<file path="config.mk">
export PLATFORM = sky130hd
export DESIGN_NAME = rcf_bank
export DESIGN_NICKNAME = d
export VERILOG_FILES = /design/src/pkg/rcf_pkg.sv /design/src/pkg/rcf_alu_if.sv /design/src/hdl/rcf_flag_unit.sv /design/src/hdl/rcf_bank.sv
export SDC_FILE = /design/constraint.sdc
export NUM_CORES = 1
export LEC_CHECK = 0
export ABC_AREA = 1
export BUFFER_PORTS_ARGS = -buffer_cell sky130_fd_sc_hd__clkbuf_2
export CAP_MARGIN = 20
export CORE_ASPECT_RATIO = 1.2
export CORE_MARGIN = 3
export CORE_UTILIZATION = 55
export CTS_CLUSTER_SIZE = 24
export DETAILED_ROUTE_END_ITERATION = 8
export GPL_TIMING_DRIVEN = 0
export PLACE_DENSITY_LB_ADDON = 0.1
export SLEW_MARGIN = 20
export SYNTH_ARGS = -nofsm -noshare
export SYNTH_HDL_FRONTEND = slang
export SYNTH_SLANG_ARGS = --single-unit
</file>
<file path="constraint.sdc">
create_clock -name ref_clk -period 3.03 [get_ports ref_clk]
set_input_delay 0.606 -clock ref_clk [delete_from_list [all_inputs] [get_ports ref_clk]]
set_output_delay 0.606 -clock ref_clk [all_outputs]
set_load 0.005 [all_outputs]
</file>
<file path="src/pkg/rcf_pkg.sv">
// Package: register map, field positions and codes of the reset-cause and ALU flag bank
package rcf_pkg;
    // Register offsets
    localparam logic [7:0] RCF_OFF_RESET_CAUSE = 8'h8E;
    localparam logic [7:0] RCF_OFF_ALU_FLAGS   = 8'h03;
    localparam logic [7:0] RCF_OFF_IRQ_STATUS  = 8'h90;
    localparam logic [7:0] RCF_OFF_IRQ_MASK    = 8'h91;
    // Reset-cause fields
    localparam int RCF_BIT_UNDERVOLT = 0;
    localparam int RCF_BIT_POWERUP   = 1;
    // ALU and power flag fields
    localparam int RCF_BIT_CARRY     = 0;
    localparam int RCF_BIT_NIBBLE    = 1;
    localparam int RCF_BIT_ZERO      = 2;
    localparam int RCF_BIT_SLEEP     = 3;
    localparam int RCF_BIT_WATCHDOG  = 4;
    localparam int RCF_BIT_BANK0     = 5;
    // Interrupt status fields
    localparam int RCF_IRQ_POR       = 0;
    localparam int RCF_IRQ_BROWNOUT  = 1;
    localparam int RCF_IRQ_WATCHDOG  = 2;
    localparam int RCF_IRQ_PIN       = 3;
    localparam int RCF_IRQ_W         = 4;
    // Reset values
    localparam logic [7:0] RCF_ALU_RST   = 8'h18;
    localparam logic [1:0] RCF_CAUSE_RST = 2'h0;
    // Reset sources
    typedef enum logic [2:0] {
        RCF_RST_NONE = 3'b000,
        RCF_RST_POR  = 3'b001,
        RCF_RST_BROWNOUT = 3'b010,
        RCF_RST_WATCHDOG = 3'b011,
        RCF_RST_PIN  = 3'b100
    } rcf_rst_t;
    // ALU operations
    typedef enum logic [2:0] {
        RCF_OP_NONE  = 3'b000,
        RCF_OP_ADD   = 3'b001,
        RCF_OP_SUB   = 3'b010,
        RCF_OP_LOGIC = 3'b011,
        RCF_OP_ROTR  = 3'b100,
        RCF_OP_ROTL  = 3'b101
    } rcf_op_t;
endpackage : rcf_pkg

</file>
<file path="src/pkg/rcf_alu_if.sv">
// Interface: operands and computed flags between the bank and its flag unit
`timescale 1ns/10ps
interface rcf_alu_if;
    import rcf_pkg::*;
    rcf_op_t    op;
    logic [7:0] a;
    logic [7:0] b;
    logic       carry_in;
    logic [7:0] result;
    logic       carry;
    logic       nibble;
    logic       zero;
    modport bank (output op, a, b, carry_in, input result, carry, nibble, zero);
    modport unit (input op, a, b, carry_in, output result, carry, nibble, zero);
endinterface : rcf_alu_if

</file>
<file path="src/hdl/rcf_flag_unit.sv">
// Flag unit: result and carry, nibble and zero flags for one operation
`timescale 1ns/10ps
module rcf_flag_unit (
    rcf_alu_if.unit alu
);
    import rcf_pkg::*;
    logic [8:0] sum;
    logic [4:0] low;
    always_comb begin
        sum        = 9'h000;
        low        = 5'h00;
        alu.result = 8'h00;
        alu.carry  = alu.carry_in;
        alu.nibble = 1'b0;
        case (alu.op)
            RCF_OP_ADD: begin
                sum        = {1'b0, alu.a} + {1'b0, alu.b};
                low        = {1'b0, alu.a[3:0]} + {1'b0, alu.b[3:0]};
                alu.result = sum[7:0];
                alu.carry  = sum[8];
                alu.nibble = low[4];
            end
            RCF_OP_SUB: begin
                sum        = {1'b0, alu.a} + {1'b0, ~alu.b} + 9'h001;
                low        = {1'b0, alu.a[3:0]} + {1'b0, ~alu.b[3:0]} + 5'h01;
                alu.result = sum[7:0];
                alu.carry  = sum[8];
                alu.nibble = low[4];
            end
            RCF_OP_LOGIC: begin
                alu.result = alu.a & alu.b;
            end
            RCF_OP_ROTR: begin
                alu.result = {alu.carry_in, alu.a[7:1]};
                alu.carry  = alu.a[0];
            end
            RCF_OP_ROTL: begin
                alu.result = {alu.a[6:0], alu.carry_in};
                alu.carry  = alu.a[7];
            end
            default: begin
                alu.result = 8'h00;
            end
        endcase
        alu.zero = (alu.result == 8'h00);
    end
endmodule : rcf_flag_unit

</file>
<file path="src/hdl/rcf_bank.sv">
// Reset-cause, ALU and power flag register bank with interrupt
// Summary of operation
// - Interrupt status flags tell power-on, brown-out, watchdog, pin apart
// - Power-on reset clears power-up flag
// - Brown-out reset clears undervoltage flag
// - Undervoltage flag undefined after power-on reset
// - Undervoltage flag don't-care when detector disabled
// - Reset-cause bits seven to two read zero
// - Addition carry from result top bit
// - Subtract adds two's complement, carry inverted borrow
// - Rotates load carry with shifted-out bit
// - Carry and nibble flags are inverted borrows in subtract
// - Computed flags override writes to those bits
// - Watchdog and sleep flags ignore software writes
`timescale 1ns/10ps
module rcf_bank (
    // Clock and reset
    input  wire logic               ref_clk,
    input  wire logic               sys_rst,
    input  wire logic               clk_en,
    // Register port
    input  wire logic [7:0]         reg_addr,
    input  wire logic [7:0]         reg_wdata,
    input  wire logic               reg_wr,
    input  wire logic               reg_rd,
    output logic      [7:0]         reg_rdata,
    // Reset and power events
    input  wire rcf_pkg::rcf_rst_t  reset_event,
    input  wire logic               undervoltage_detect_enable,
    input  wire logic               watchdog_kick_instruction,
    input  wire logic               sleep_instruction,
    // ALU operation
    input  wire rcf_pkg::rcf_op_t   alu_op,
    input  wire logic [7:0]         alu_a,
    input  wire logic [7:0]         alu_b,
    input  wire logic               alu_to_flags_reg,
    output logic      [7:0]         alu_result,
    // Flags and interrupt
    output logic      [7:0]         alu_and_power_flags,
    output logic      [7:0]         reset_cause_flags,
    output logic                    irq
);
    import rcf_pkg::*;

    logic [7:0]          flags_r, flags_nxt;
    logic [1:0]          cause_r, cause_nxt;
    logic [RCF_IRQ_W-1:0] stat_r, stat_nxt;
    logic [RCF_IRQ_W-1:0] mask_r, mask_nxt;
    logic [7:0]          rdata_r, rdata_nxt;
    logic [7:0]          res_r, res_nxt;
    logic                irq_r, irq_nxt;
    logic [RCF_IRQ_W-1:0] ev;
    logic                wr_flags, wr_cause, wr_stat, wr_mask;

    rcf_alu_if alu ();

    assign alu.op       = alu_op;
    assign alu.a        = alu_a;
    assign alu.b        = alu_b;
    assign alu.carry_in = flags_r[RCF_BIT_CARRY];

    rcf_flag_unit u_flag (
        .alu (alu.unit)
    );

    // Register write decode
    always_comb begin
        wr_flags = 1'b0;
        wr_cause = 1'b0;
        wr_stat  = 1'b0;
        wr_mask  = 1'b0;
        if (reg_wr) begin
            case (reg_addr)
                RCF_OFF_ALU_FLAGS:   wr_flags = 1'b1;
                RCF_OFF_RESET_CAUSE: wr_cause = 1'b1;
                RCF_OFF_IRQ_STATUS:  wr_stat  = 1'b1;
                RCF_OFF_IRQ_MASK:    wr_mask  = 1'b1;
                default:             wr_flags = 1'b0;
            endcase
        end
    end

    // Reset-cause events
    always_comb begin
        ev = '0;
        case (reset_event)
            RCF_RST_POR: begin
                ev[RCF_IRQ_POR] = 1'b1;
            end
            RCF_RST_BROWNOUT: begin
                ev[RCF_IRQ_BROWNOUT] = 1'b1;
            end
            RCF_RST_WATCHDOG: begin
                ev[RCF_IRQ_WATCHDOG] = 1'b1;
            end
            RCF_RST_PIN: begin
                ev[RCF_IRQ_PIN] = 1'b1;
            end
            default: begin
                ev = '0;
            end
        endcase
    end

    // Flag register next state
    always_comb begin
        flags_nxt = flags_r;
        res_nxt   = res_r;
        if (wr_flags) begin
            // Sleep and watchdog bits keep their value
            flags_nxt[2:0] = reg_wdata[2:0];
            flags_nxt[7:5] = reg_wdata[7:5];
        end
        if (alu_op != RCF_OP_NONE) begin
            res_nxt = alu.result;
            if (alu_to_flags_reg) begin
                flags_nxt[7:5] = alu.result[7:5];
            end
            // Computed flags win over any write
            flags_nxt[RCF_BIT_CARRY]  = alu.carry;
            flags_nxt[RCF_BIT_NIBBLE] = flags_r[RCF_BIT_NIBBLE];
            flags_nxt[RCF_BIT_ZERO]   = flags_r[RCF_BIT_ZERO];
            case (alu_op)
                RCF_OP_ADD, RCF_OP_SUB: begin
                    flags_nxt[RCF_BIT_NIBBLE] = alu.nibble;
                    flags_nxt[RCF_BIT_ZERO]   = alu.zero;
                end
                RCF_OP_LOGIC: begin
                    flags_nxt[RCF_BIT_ZERO] = alu.zero;
                end
                default: begin
                    // Rotates leave the zero flag alone
                    flags_nxt[RCF_BIT_ZERO] = flags_r[RCF_BIT_ZERO];
                end
            endcase
        end
        if (watchdog_kick_instruction) begin
            flags_nxt[RCF_BIT_WATCHDOG] = 1'b1;
            flags_nxt[RCF_BIT_SLEEP]    = 1'b1;
        end else if (sleep_instruction) begin
            flags_nxt[RCF_BIT_WATCHDOG] = 1'b1;
            flags_nxt[RCF_BIT_SLEEP]    = 1'b0;
        end
        case (reset_event)
            RCF_RST_POR: begin
                flags_nxt = RCF_ALU_RST;
            end
            RCF_RST_WATCHDOG: begin
                flags_nxt[RCF_BIT_WATCHDOG] = 1'b0;
            end
            RCF_RST_BROWNOUT, RCF_RST_PIN: begin
                flags_nxt[RCF_BIT_BANK0] = 1'b0;
            end
            default: begin
                flags_nxt = flags_nxt;
            end
        endcase
    end

    // Reset-cause register next state
    always_comb begin
        cause_nxt = cause_r;
        if (wr_cause) begin
            cause_nxt = reg_wdata[1:0];
        end
        case (reset_event)
            RCF_RST_POR: begin
                cause_nxt[RCF_BIT_POWERUP] = 1'b0;
                // Left as held: no defined value on power-on
                cause_nxt[RCF_BIT_UNDERVOLT] = cause_r[RCF_BIT_UNDERVOLT];
            end
            RCF_RST_BROWNOUT: begin
                if (undervoltage_detect_enable) begin
                    cause_nxt[RCF_BIT_UNDERVOLT] = 1'b0;
                end
            end
            default: begin
                cause_nxt = cause_nxt;
            end
        endcase
    end

    // Interrupt status and mask next state
    always_comb begin
        stat_nxt = stat_r;
        mask_nxt = mask_r;
        if (wr_stat) begin
            stat_nxt = stat_r & ~reg_wdata[RCF_IRQ_W-1:0];
        end
        // New event wins over a clear
        stat_nxt = stat_nxt | ev;
        if (wr_mask) begin
            mask_nxt = reg_wdata[RCF_IRQ_W-1:0];
        end
        irq_nxt = |(stat_nxt & mask_nxt);
    end

    // Read port next state
    always_comb begin
        rdata_nxt = 8'h00;
        if (reg_rd) begin
            case (reg_addr)
                RCF_OFF_RESET_CAUSE: rdata_nxt = {6'h00, cause_r};
                RCF_OFF_ALU_FLAGS:   rdata_nxt = flags_r;
                RCF_OFF_IRQ_STATUS:  rdata_nxt = {{(8-RCF_IRQ_W){1'b0}}, stat_r};
                RCF_OFF_IRQ_MASK:    rdata_nxt = {{(8-RCF_IRQ_W){1'b0}}, mask_r};
                default:             rdata_nxt = 8'h00;
            endcase
        end
    end

    // Flag and result registers
    always_ff @(posedge ref_clk) begin
        if (sys_rst) begin
            flags_r <= RCF_ALU_RST;
            res_r   <= 8'h00;
        end else if (clk_en) begin
            flags_r <= flags_nxt;
            res_r   <= res_nxt;
        end
    end

    // Reset-cause register
    always_ff @(posedge ref_clk) begin
        if (sys_rst) begin
            cause_r <= RCF_CAUSE_RST;
        end else if (clk_en) begin
            cause_r <= cause_nxt;
        end
    end

    // Interrupt registers
    always_ff @(posedge ref_clk) begin
        if (sys_rst) begin
            stat_r <= '0;
            mask_r <= '0;
            irq_r  <= 1'b0;
        end else if (clk_en) begin
            stat_r <= stat_nxt;
            mask_r <= mask_nxt;
            irq_r  <= irq_nxt;
        end
    end

    // Read data register
    always_ff @(posedge ref_clk) begin
        if (sys_rst) begin
            rdata_r <= 8'h00;
        end else if (clk_en) begin
            rdata_r <= rdata_nxt;
        end
    end

    assign reg_rdata           = rdata_r;
    assign alu_result          = res_r;
    assign alu_and_power_flags = flags_r;
    assign reset_cause_flags   = {6'h00, cause_r};
    assign irq                 = irq_r;
endmodule : rcf_bank

</file>
Word-level counts from Yosys, hierarchy flattened

Index checks and enable logic that the tools add are counted.

Flip-flop bits (word level): 35
Output and inout bits: 33

Add/subtract/negate cells: 6
Equal/unequal tests: 16
Multiplexer cells: 36
Bitwise logic cells: 8
Reduce and logical (&&, ||, !) cells: 18

Operators with widths:

| operator                                                              | count |
|---|---|
| 8-bit one-hot mux with 5 select lines                                 | 1 |
| 8-bit one-hot mux with 4 select lines                                 | 1 |
| 8-bit equality test, second input constant                            | 3 |
| 8-bit by 8-bit adder with 9-bit output                                | 2 |
| 1-bit 2-to-1 mux                                                      | 17 |
| 3-bit 2-to-1 mux                                                      | 5 |
| 3-bit by 2-bit equality test with 1-bit output, second input constant | 4 |
| 4-bit 2-to-1 mux                                                      | 3 |
| 4-bit by 4-bit adder with 5-bit output                                | 2 |
| 2-bit AND reduction                                                   | 5 |
| 9-bit by 1-bit adder with 9-bit output, second input constant         | 1 |
| 3-bit equality test, second input constant                            | 3 |
| 3-bit AND reduction                                                   | 3 |
| 3-bit nonzero test                                                    | 3 |
| 4-bit AND                                                             | 2 |
| 8-bit AND                                                             | 1 |
| 8-bit by 2-bit equality test with 1-bit output, second input constant | 1 |
| 8-bit zero test                                                       | 1 |
| 2-bit 2-to-1 mux                                                      | 4 |
| 8-bit 2-to-1 mux                                                      | 1 |
| 4-bit NOT                                                             | 2 |
| 8-bit NOT                                                             | 1 |
| 3-bit by 1-bit equality test with 1-bit output, second input constant | 2 |
| 6-bit by 1-bit != test with 1-bit output, second input constant       | 1 |
| 12 further kinds                                                      | 15 |

Longest topological paths before layout

Gate-level depths: netlist (run 1).

Depth after elaboration: 8
Gate-level depth with buffers: 16

Hierarchy

From an unflattened synthesis (run 1), not the netlist that was laid out.

Cell total of the unflattened synthesis: 519
Area total of the unflattened synthesis: 3,151.8 µm²

Modules (own cells, without submodules):

| module        | times used | cells an instance | area each (µm²) | sequential area each (µm²) |
|---|---|---|---|---|
| rcf_bank      | 1          | 309               | 1,954.4         | 700.7 |
| rcf_flag_unit | 1          | 210               | 1,197.4         | 0.0 |

Worst setup path after synthesis (run 1)

Ideal clock, no wire load.

Path kind: in2reg
Start: input alu_a[0]
End: register flags_r[2], in the netlist alu_and_power_flags[2]
Library setup time: 0.067 ns
Arrival time: 2.150 ns
Path slack: 0.812 ns
Cell stages on the path: 15
Path buffers: 0
Path through: ha_1 > inv_1 > fa_1 > nand3b_1 > nand2_1 > nand2_2 > nand2_1 > nand2_1 > nand3_2 > nand3_2 > nor2_1 > nand3_1 > nand2_1 > nand2_1 > a21oi_2

Cells in the longest elaborated chain, start to end: 7
Elaborated cells between the ends (all ways): 9
Classes of those cells: add/sub (3); mux (4); bitwise (1); reduce/logical (1)

Ends and longest elaborated chain:

| item                                      | RTL line            | text |
|---|---|---|
| start: declaration                        | rcf_bank.sv:34      | `input wire logic [7:0] alu_a,` |
| 8-bit by 8-bit adder with 9-bit output    | rcf_flag_unit.sv:24 | `sum = {1'b0, alu.a} + {1'b0, ~alu.b} + 9'h001;` |
| 9-bit by 1-bit adder with 9-bit output    | rcf_flag_unit.sv:24 |  |
| 8-bit one-hot mux with 5 select lines (*) | rcf_flag_unit.sv:15 | `case (alu.op)` |
| 8-bit zero test (*)                       | rcf_flag_unit.sv:45 | `alu.zero = (alu.result == 8'h00);` |
| 1-bit 2-to-1 mux (*)                      | rcf_bank.sv:123     | `case (alu_op)` |
| 3-bit 2-to-1 mux (*)                      | rcf_bank.sv:114     | `if (alu_op != RCF_OP_NONE) begin` |
| 4-bit 2-to-1 mux (*)                      | rcf_bank.sv:144     | `case (reset_event)` |
| end signal: assignment                    | rcf_bank.sv:218     | `flags_r <= flags_nxt;` |
| end: declaration                          | rcf_bank.sv:45      | `logic [7:0] flags_r, flags_nxt;` |

Every way passes the cells marked *; elsewhere a longest branch is shown, timed or not. The select of a mux whose other input is x is not followed.
A chain may end at the register's enable or synchronous reset.

Worst setup path in the final report (run 1)

Same ends and word-level chain as after synthesis.

==> reports/qor.yml, run 1 <==
clock_latency_on_the_worst_skew_pair_ps: 290
synth_fa_ha_area_share_pct: 8.323
cts-resized-gates: 0
synth.cell_area_mm2: 0.003037
gp_congestion: 0.9355
syn-instance-count: 484
mux_contribution_to_synthesized_area_pct: 0
ir_worst_vdd_v: 0.0002151
floorplan.io_pins: 80
crit_path_max_fanout: 4
startpoint_type: "primary input"
critical_path_required_ps: 3250
floorplan.core_area_mm2: 0.005298
drt_pre_antenna_iters: 5
post-synth-top-area-fraction_pct: 23.07
dominantRegCellSynth: "dfxtp_1"
dpl_worst_slack_ps: 349.3
effective_utilization_at_floorplan_pct: 57.32
synthSimpleGateAreaFrac_pct: 36.38
cts_post_setup_buffers_inserted: 0
dp_cells: 619
final_max_slew_viol_count: 0
cts_root_buf: "clkbuf_8"
final.min_clock_period_ps: 2437
synth.area.top_cells: "dfxtp_1 23%, nand2_1 15%, inv_1 7.8%"
h-tree-depth: 2
holdCritPathClass: "reg2reg"
post_synth_xor_area_fraction_pct: 0.2884
wl_per_cell_um: 13.50
worst_setup_path_type: "in2reg"
die_h_um: 87.40
timing.slew.headroom_pct: 60.51
grt_pass1_vias: 3193
fin_tns_setup_ps: 0
clk_pin_slew_worst_paths_ps: 70
post_synth_most_frequent_cells: "119 x nand2_1, 63 x inv_1, 47 x nor2_1, 37 x nand3_1, 36 x a21oi_1"
post-synth-top-count-cell: "nand2_1"
die_w_um: 73.83
worst_pin_slew_ps: 592.3
num_vias: 3406
dr.first_iter.drc_count: 172
layout_worst_path_cycle_share_pct: 80.43
cts_buffers: 5
power_density_mw_per_mm2: 337.1
synth_top_family_by_area: "simple AND/OR/NAND/NOR gates"
instances_no_fill: 627
synth.yosys.seq_area_share_pct: 23.07
rows: 29
synth_top_cell_by_area: "dfxtp_1"
cts.sink_count: 35
cp.arrival_ps: 2660
hold_slack_ps: 462.7
ant_nets: 0
finalClockSkew_ps: 10.09
setup-violations-final: 0
worst_setup_path_end_kind: "register"
run_status: "completed"
grtUsageTotal_pct: 26.93
tritoncts: "built"
viasPerCell: 5.432
async_flop_share_pct: 0
remaining_global_route_overflow: 0
num_antenna_cells: 0
synth-compound-area-share_pct: 18.05
synth_warnings: 0
area_growth_synth_to_finish_pct: 17.18
synth-edff-count: 0
timing.final.hold_violations: 0
drcViolationCount: 0
drt_wl_total_mm: 8.462
die_area_mm2: 0.006452
number_of_input_and_output_port_buffers_inserted: 68
fin_ws_ps: 593.0
ys_ff_latch: 35
p_leak_nw: 1.865
clock_tree.buffer_depth: 2
fin_total_pwr_mw: 1.200
nets: 630
grt_first_pass_wirelength_mm: 13.83
antenna_found_initial: 0
dpl.hpwl_mm: 6.869
synth.distinct_cells: 44
max_freq_mhz: 410.3
rsz0062_at_grt: "no"
hold_fix_buffers_at_cts: 0
cap_viol_max_count: 0
drive_above_1_share_pct: 22.48
grt_max_degree: 12
synth_area_per_cell_um2: 6.274
-- path summary, 6_finish.rpt --
path,from,to,slack [ps],depth (start not counted)
worst min-delay path,reg_rdata[7]$_SDFFE_PP0P_,reg_rdata[7]$_SDFFE_PP0P_,460,2
worst max-delay path,alu_a[0],alu_and_power_flags[2]$_SDFFE_PP0P_,590,16
worst max register to register,alu_and_power_flags[0]$_SDFFE_PP0P_,alu_and_power_flags[2]$_SDFFE_PP0P_,1520,11
worst min register to register,reg_rdata[7]$_SDFFE_PP0P_,reg_rdata[7]$_SDFFE_PP0P_,460,2
-- per-layer routing --
| layer | vias to the layer above | wire, µm | global-route usage (%) |
|---|---|---|---|
| met5 | - | 0 | 0 |
| met4 | 0 | 317 | 11.70 |
| met3 | 29 | 396 | 4.388 |
| met2 | 115 | 4419 | 51.13 |
| met1 | 1533 | 3330 | 28.26 |
| li1 | 1729 | - | - |
-- flip-flops by register name, indices dropped and copies added, names as in the netlist --
| signal | count |
|---|---|
| reg_rdata | 8 |
| cause_r | 2 |
| stat_r | 4 |
| alu_and_power_flags | 8 |
| mask_r | 4 |
| alu_result | 8 |
| irq | 1 |
-- through the flow --
stage	util, %	instance area, µm²
2_1_floorplan	-	3055
3_3_place_gp	65.56	3473
3_5_place_dp	65.56	3473
4_1_cts	67.17	3558
5_1_grt	67.17	3558
6_report	67.17	3558
-- report_power, final --
part	total, mW	switching [mW]	internal [mW]	leakage (nW)
combinational	0.375	0.235	0.140	1.54
clock	0.328	0.168	0.161	0.0412
sequential	0.497	0.0150	0.482	0.286
-- logic make-up (layout without fill, tap and decap cells) --
family	after synthesis	in the layout
DFF	35	35
xor gates and xnor gates	1	1
AOI/OAI and AO/OA	91	91
other	1	6
buffers and inverters	95	171
adders and majority gates	19	19
and+or+nand+nor	242	242
-- cells in the final DEF, fill, tap and decap left out, types with 4 or more instances in the layout --
master	instances
inv_2	11
clkbuf_1	6
o21ai_1	5
nand3_2	4
o211ai_1	10
nand2_1	119
nand2_2	5
inv_1	63
nand4_1	10
dfxtp_1	35
nor2_1	47
clkbuf_8	5
a21oi_1	36
o22ai_1	4
nor2_2	6
conb_1	6
buf_4	12
nand3_1	37
o21ai_0	24
clkbuf_2	68
ha_1	17
-- area by class of cell --
class / instances / area [µm²]
Fill cell: 519 / 1739
Timing Repair Buffer: 68 / 340.3
Inverter: 75 / 281.5
Multi-Input combinational cell: 359 / 1937
Clock buffer: 6 / 72.57
Sequential cell: 35 / 700.7
Buffer: 20 / 136.4
Tap cell: 62 / 77.57
Clock inverter: 2 / 12.51
-- critical path, cell delays in order --
cell and delay [ps]:
clkbuf_2 140, ha_1 230, inv_1 70, fa_1 390, nand3b_1 220, nand2_1 140, nand2_2 80, nand2_1 70
nand2_1 80, nand3_2 80, nand3_2 100, nor2_1 130, nand3_1 80, nand2_1 80, nand2_1 50, a21oi_2 100
No activity file was read; power rests on OpenSTA's default activity.
==> run 2: changes to the inputs <==
--- a/config.mk
+++ b/config.mk
@@ -10,7 +10,7 @@
 export CAP_MARGIN = 20
 export CORE_ASPECT_RATIO = 1.2
 export CORE_MARGIN = 3
-export CORE_UTILIZATION = 55
+export CORE_UTILIZATION = 54
 export CTS_CLUSTER_SIZE = 24
 export DETAILED_ROUTE_END_ITERATION = 8
 export GPL_TIMING_DRIVEN = 0
==> constraint.sdc (replaced) <==
create_clock -name ref_clk -period 2.3 [get_ports ref_clk]
set_input_delay 0.46 -clock ref_clk [delete_from_list [all_inputs] [get_ports ref_clk]]
set_output_delay 0.46 -clock ref_clk [all_outputs]
set_load 0.005 [all_outputs]
==> reports/qor.yml, run 2 (synthesis gave the netlist of run 1 again) <==
fin_ws_ps: 146.8  # was 593.0 ps
power_density_mw_per_mm2: 442.1  # was 337.1 mW/mm²
ir_worst_vdd_v: 0.0002385  # was 0.0002151 V
rows: 29  # unchanged
run_status: "completed"  # unchanged
gp_congestion: 0.9180  # was 0.9355
die_area_mm2: 0.006563  # was 0.006452 mm²
critical_path_required_ps: 2520  # was 3250 ps
p_leak_nw: 1.879  # was 1.865 nW
cap_viol_max_count: 0  # unchanged
ant_nets: 0  # unchanged
effective_utilization_at_floorplan_pct: 56.55  # was 57.32%
drcViolationCount: 0  # unchanged
finalInstanceArea_mm2: 0.003623  # was 0.003558 mm²
dpl.hpwl_mm: 6.903  # was 6.869 mm
dp_cells: 619  # unchanged
die_w_um: 74.46  # was 73.83 µm
hold_slack_ps: 444.1  # was 462.7 ps
die_h_um: 88.15  # was 87.40 µm
cts_buffers: 5  # unchanged
number_of_input_and_output_port_buffers_inserted: 68  # unchanged
wl_per_cell_um: 13.71  # was 13.50 µm
worst_pin_slew_ps: 671.4  # was 592.3 ps
dr.first_iter.drc_count: 260  # was 172
num_antenna_cells: 0  # unchanged
final_max_slew_viol_count: 0  # unchanged
final.min_clock_period_ps: 2153
dpl_worst_slack_ps: -237.6  # was 349.3 ps
timing.final.hold_violations: 0  # unchanged
holdCritPathClass: "in2reg"  # was reg2reg
drt_wl_total_mm: 8.626  # was 8.462 mm
grt_first_pass_wirelength_mm: 14.17  # was 13.83 mm
instances_no_fill: 629  # was 627
layout_worst_path_cycle_share_pct: 93.62
placed_cell_area_mm2: 0.003473  # unchanged
clock_latency_on_the_worst_skew_pair_ps: 290  # about the same
floorplan.io_pins: 80  # unchanged
area_growth_synth_to_finish_pct: 19.32  # was 17.18%
clk_pin_slew_worst_paths_ps: 70  # about the same
cp.arrival_ps: 2380  # was 2660 ps
remaining_global_route_overflow: 0  # unchanged
setup-violations-final: 0  # unchanged
floorplan.core_area_mm2: 0.005370  # was 0.005298 mm²
total_met2_wirelength_after_detailed_routing_mm: 4.486  # was 4.419 mm
highest-signal-layer: "met4"  # unchanged
drt_pre_antenna_iters: 5  # unchanged
antenna_found_initial: 0  # unchanged
clock_tree.buffer_depth: 2  # unchanged
nets: 632  # was 630
cts.sink_count: 35  # unchanged
viasPerCell: 5.423  # was 5.432
startpoint_type: "primary input"  # unchanged
grt_max_degree: 12  # unchanged
layout_common_cells: "117 x nand2_1, 67 x clkbuf_2, 62 x inv_1"  # was 119 x nand2_1, 68 x clkbuf_2, 63 x inv_1
max_freq_mhz: 464.4
h-tree-depth: 2  # unchanged
crit_path_max_fanout: 4  # unchanged
met3WireLength_um: 459  # was 396 µm
wl_met1_mm: 3.302  # was 3.330 mm
finalClockSkew_ps: 7.217  # was 10.09 ps
drive_above_1_share_pct: 25.22  # was 22.48%
worst_setup_path_end_kind: "register"  # unchanged
grt_pass1_vias: 3232  # was 3,193
timing.slew.headroom_pct: 55.24  # was 60.51%
cts_root_buf: "clkbuf_8"  # unchanged
layout.cells.most_common: "nand2_1"  # unchanged
worst_setup_path_type: "in2reg"  # unchanged
grtUsageTotal_pct: 27.41  # was 26.93%
tritoncts: "built"  # unchanged
num_vias: 3411  # was 3,406
fillers: 523  # was 519
==> run 2: changes by cell type in the layout (fill, tap and decap cells not counted), sizes merged <==
cell	previous run	this run
buf	15	18
clkbuf	79	78
==> run 2: per-stage QoR <==
| stage | setup TNS (ps) | util [%] | power (mW) |
|---|---|---|---|
| 3_3_place_gp | -380.5 | 64.68 | 1.147 |
| 3_5_place_dp | -498.7 | 64.68 | 1.154 |
| 5_1_grt | -12.89 | 67.47 | 1.706 |
| 4_1_cts | 0 | 66.26 | 1.582 |
| 2_1_floorplan | 0 | - | 0.9952 |
| 6_report | 0 | 67.47 | 1.602 |
==> run 2: repair_timing <==
| action | CTS | global route |
|---|---|---|
| setup buffers | 0 | 2 |
| endpoints found under the setup margin | 0 | 2 |
| hold buffers | 0 | 0 |
| resized for setup | 0 | 17 |
==> run 2: layout make-up <==
class	count	area, µm²	share of cell area, %
Clock buffer	6	72.57	2.003
Clock inverter	2	12.51	0.3453
Tap cell	62	77.57	2.141
Timing Repair Buffer	70	357.8	9.876
Buffer	20	136.4	3.764
Inverter	75	281.5	7.769
Sequential cell	35	700.7	19.34
Multi-Input combinational cell	359	1984	54.77
==> run 2: layer usage <==
metal	GRT usage (%)	up-vias
met2	49.88	128
met4	14.56	0
li1	-	1730
met5	0	-
met1	29.87	1522
met3	4.133	31
==> run 2: critical path, cell delays in order <==
cell	delay, ps
buf_4	130
inv_2	40
ha_2	180
fa_2	510
inv_1	40
nand3_1	80
nand3_2	90
nor2_2	140
nand2_1	80
nor2_2	100
nand3_2	80
nor2_2	110
nand3_1	60
nand2_1	80
nand2_1	70
a21oi_2	110
==> run 2: worst paths after layout <==
kind,slack (ps),cells past startpoint,start,endpoint
worst max-delay path,150,16,alu_a[0],alu_and_power_flags[2]$_SDFFE_PP0P_
worst min-delay path,440,3,reg_rd,reg_rdata[2]$_SDFFE_PP0P_
worst max register to register,720,11,alu_and_power_flags[0]$_SDFFE_PP0P_,alu_and_power_flags[2]$_SDFFE_PP0P_
worst min register to register,460,2,reg_rdata[7]$_SDFFE_PP0P_,reg_rdata[7]$_SDFFE_PP0P_
==> run 2: power breakdown <==
group | switching (mW) | internal (mW) | total (mW) | leakage [nW]
Combinational | 0.317 | 0.195 | 0.513 | 1.55
Sequential | 0.0193 | 0.634 | 0.654 | 0.286
Clock | 0.224 | 0.212 | 0.436 | 0.0412
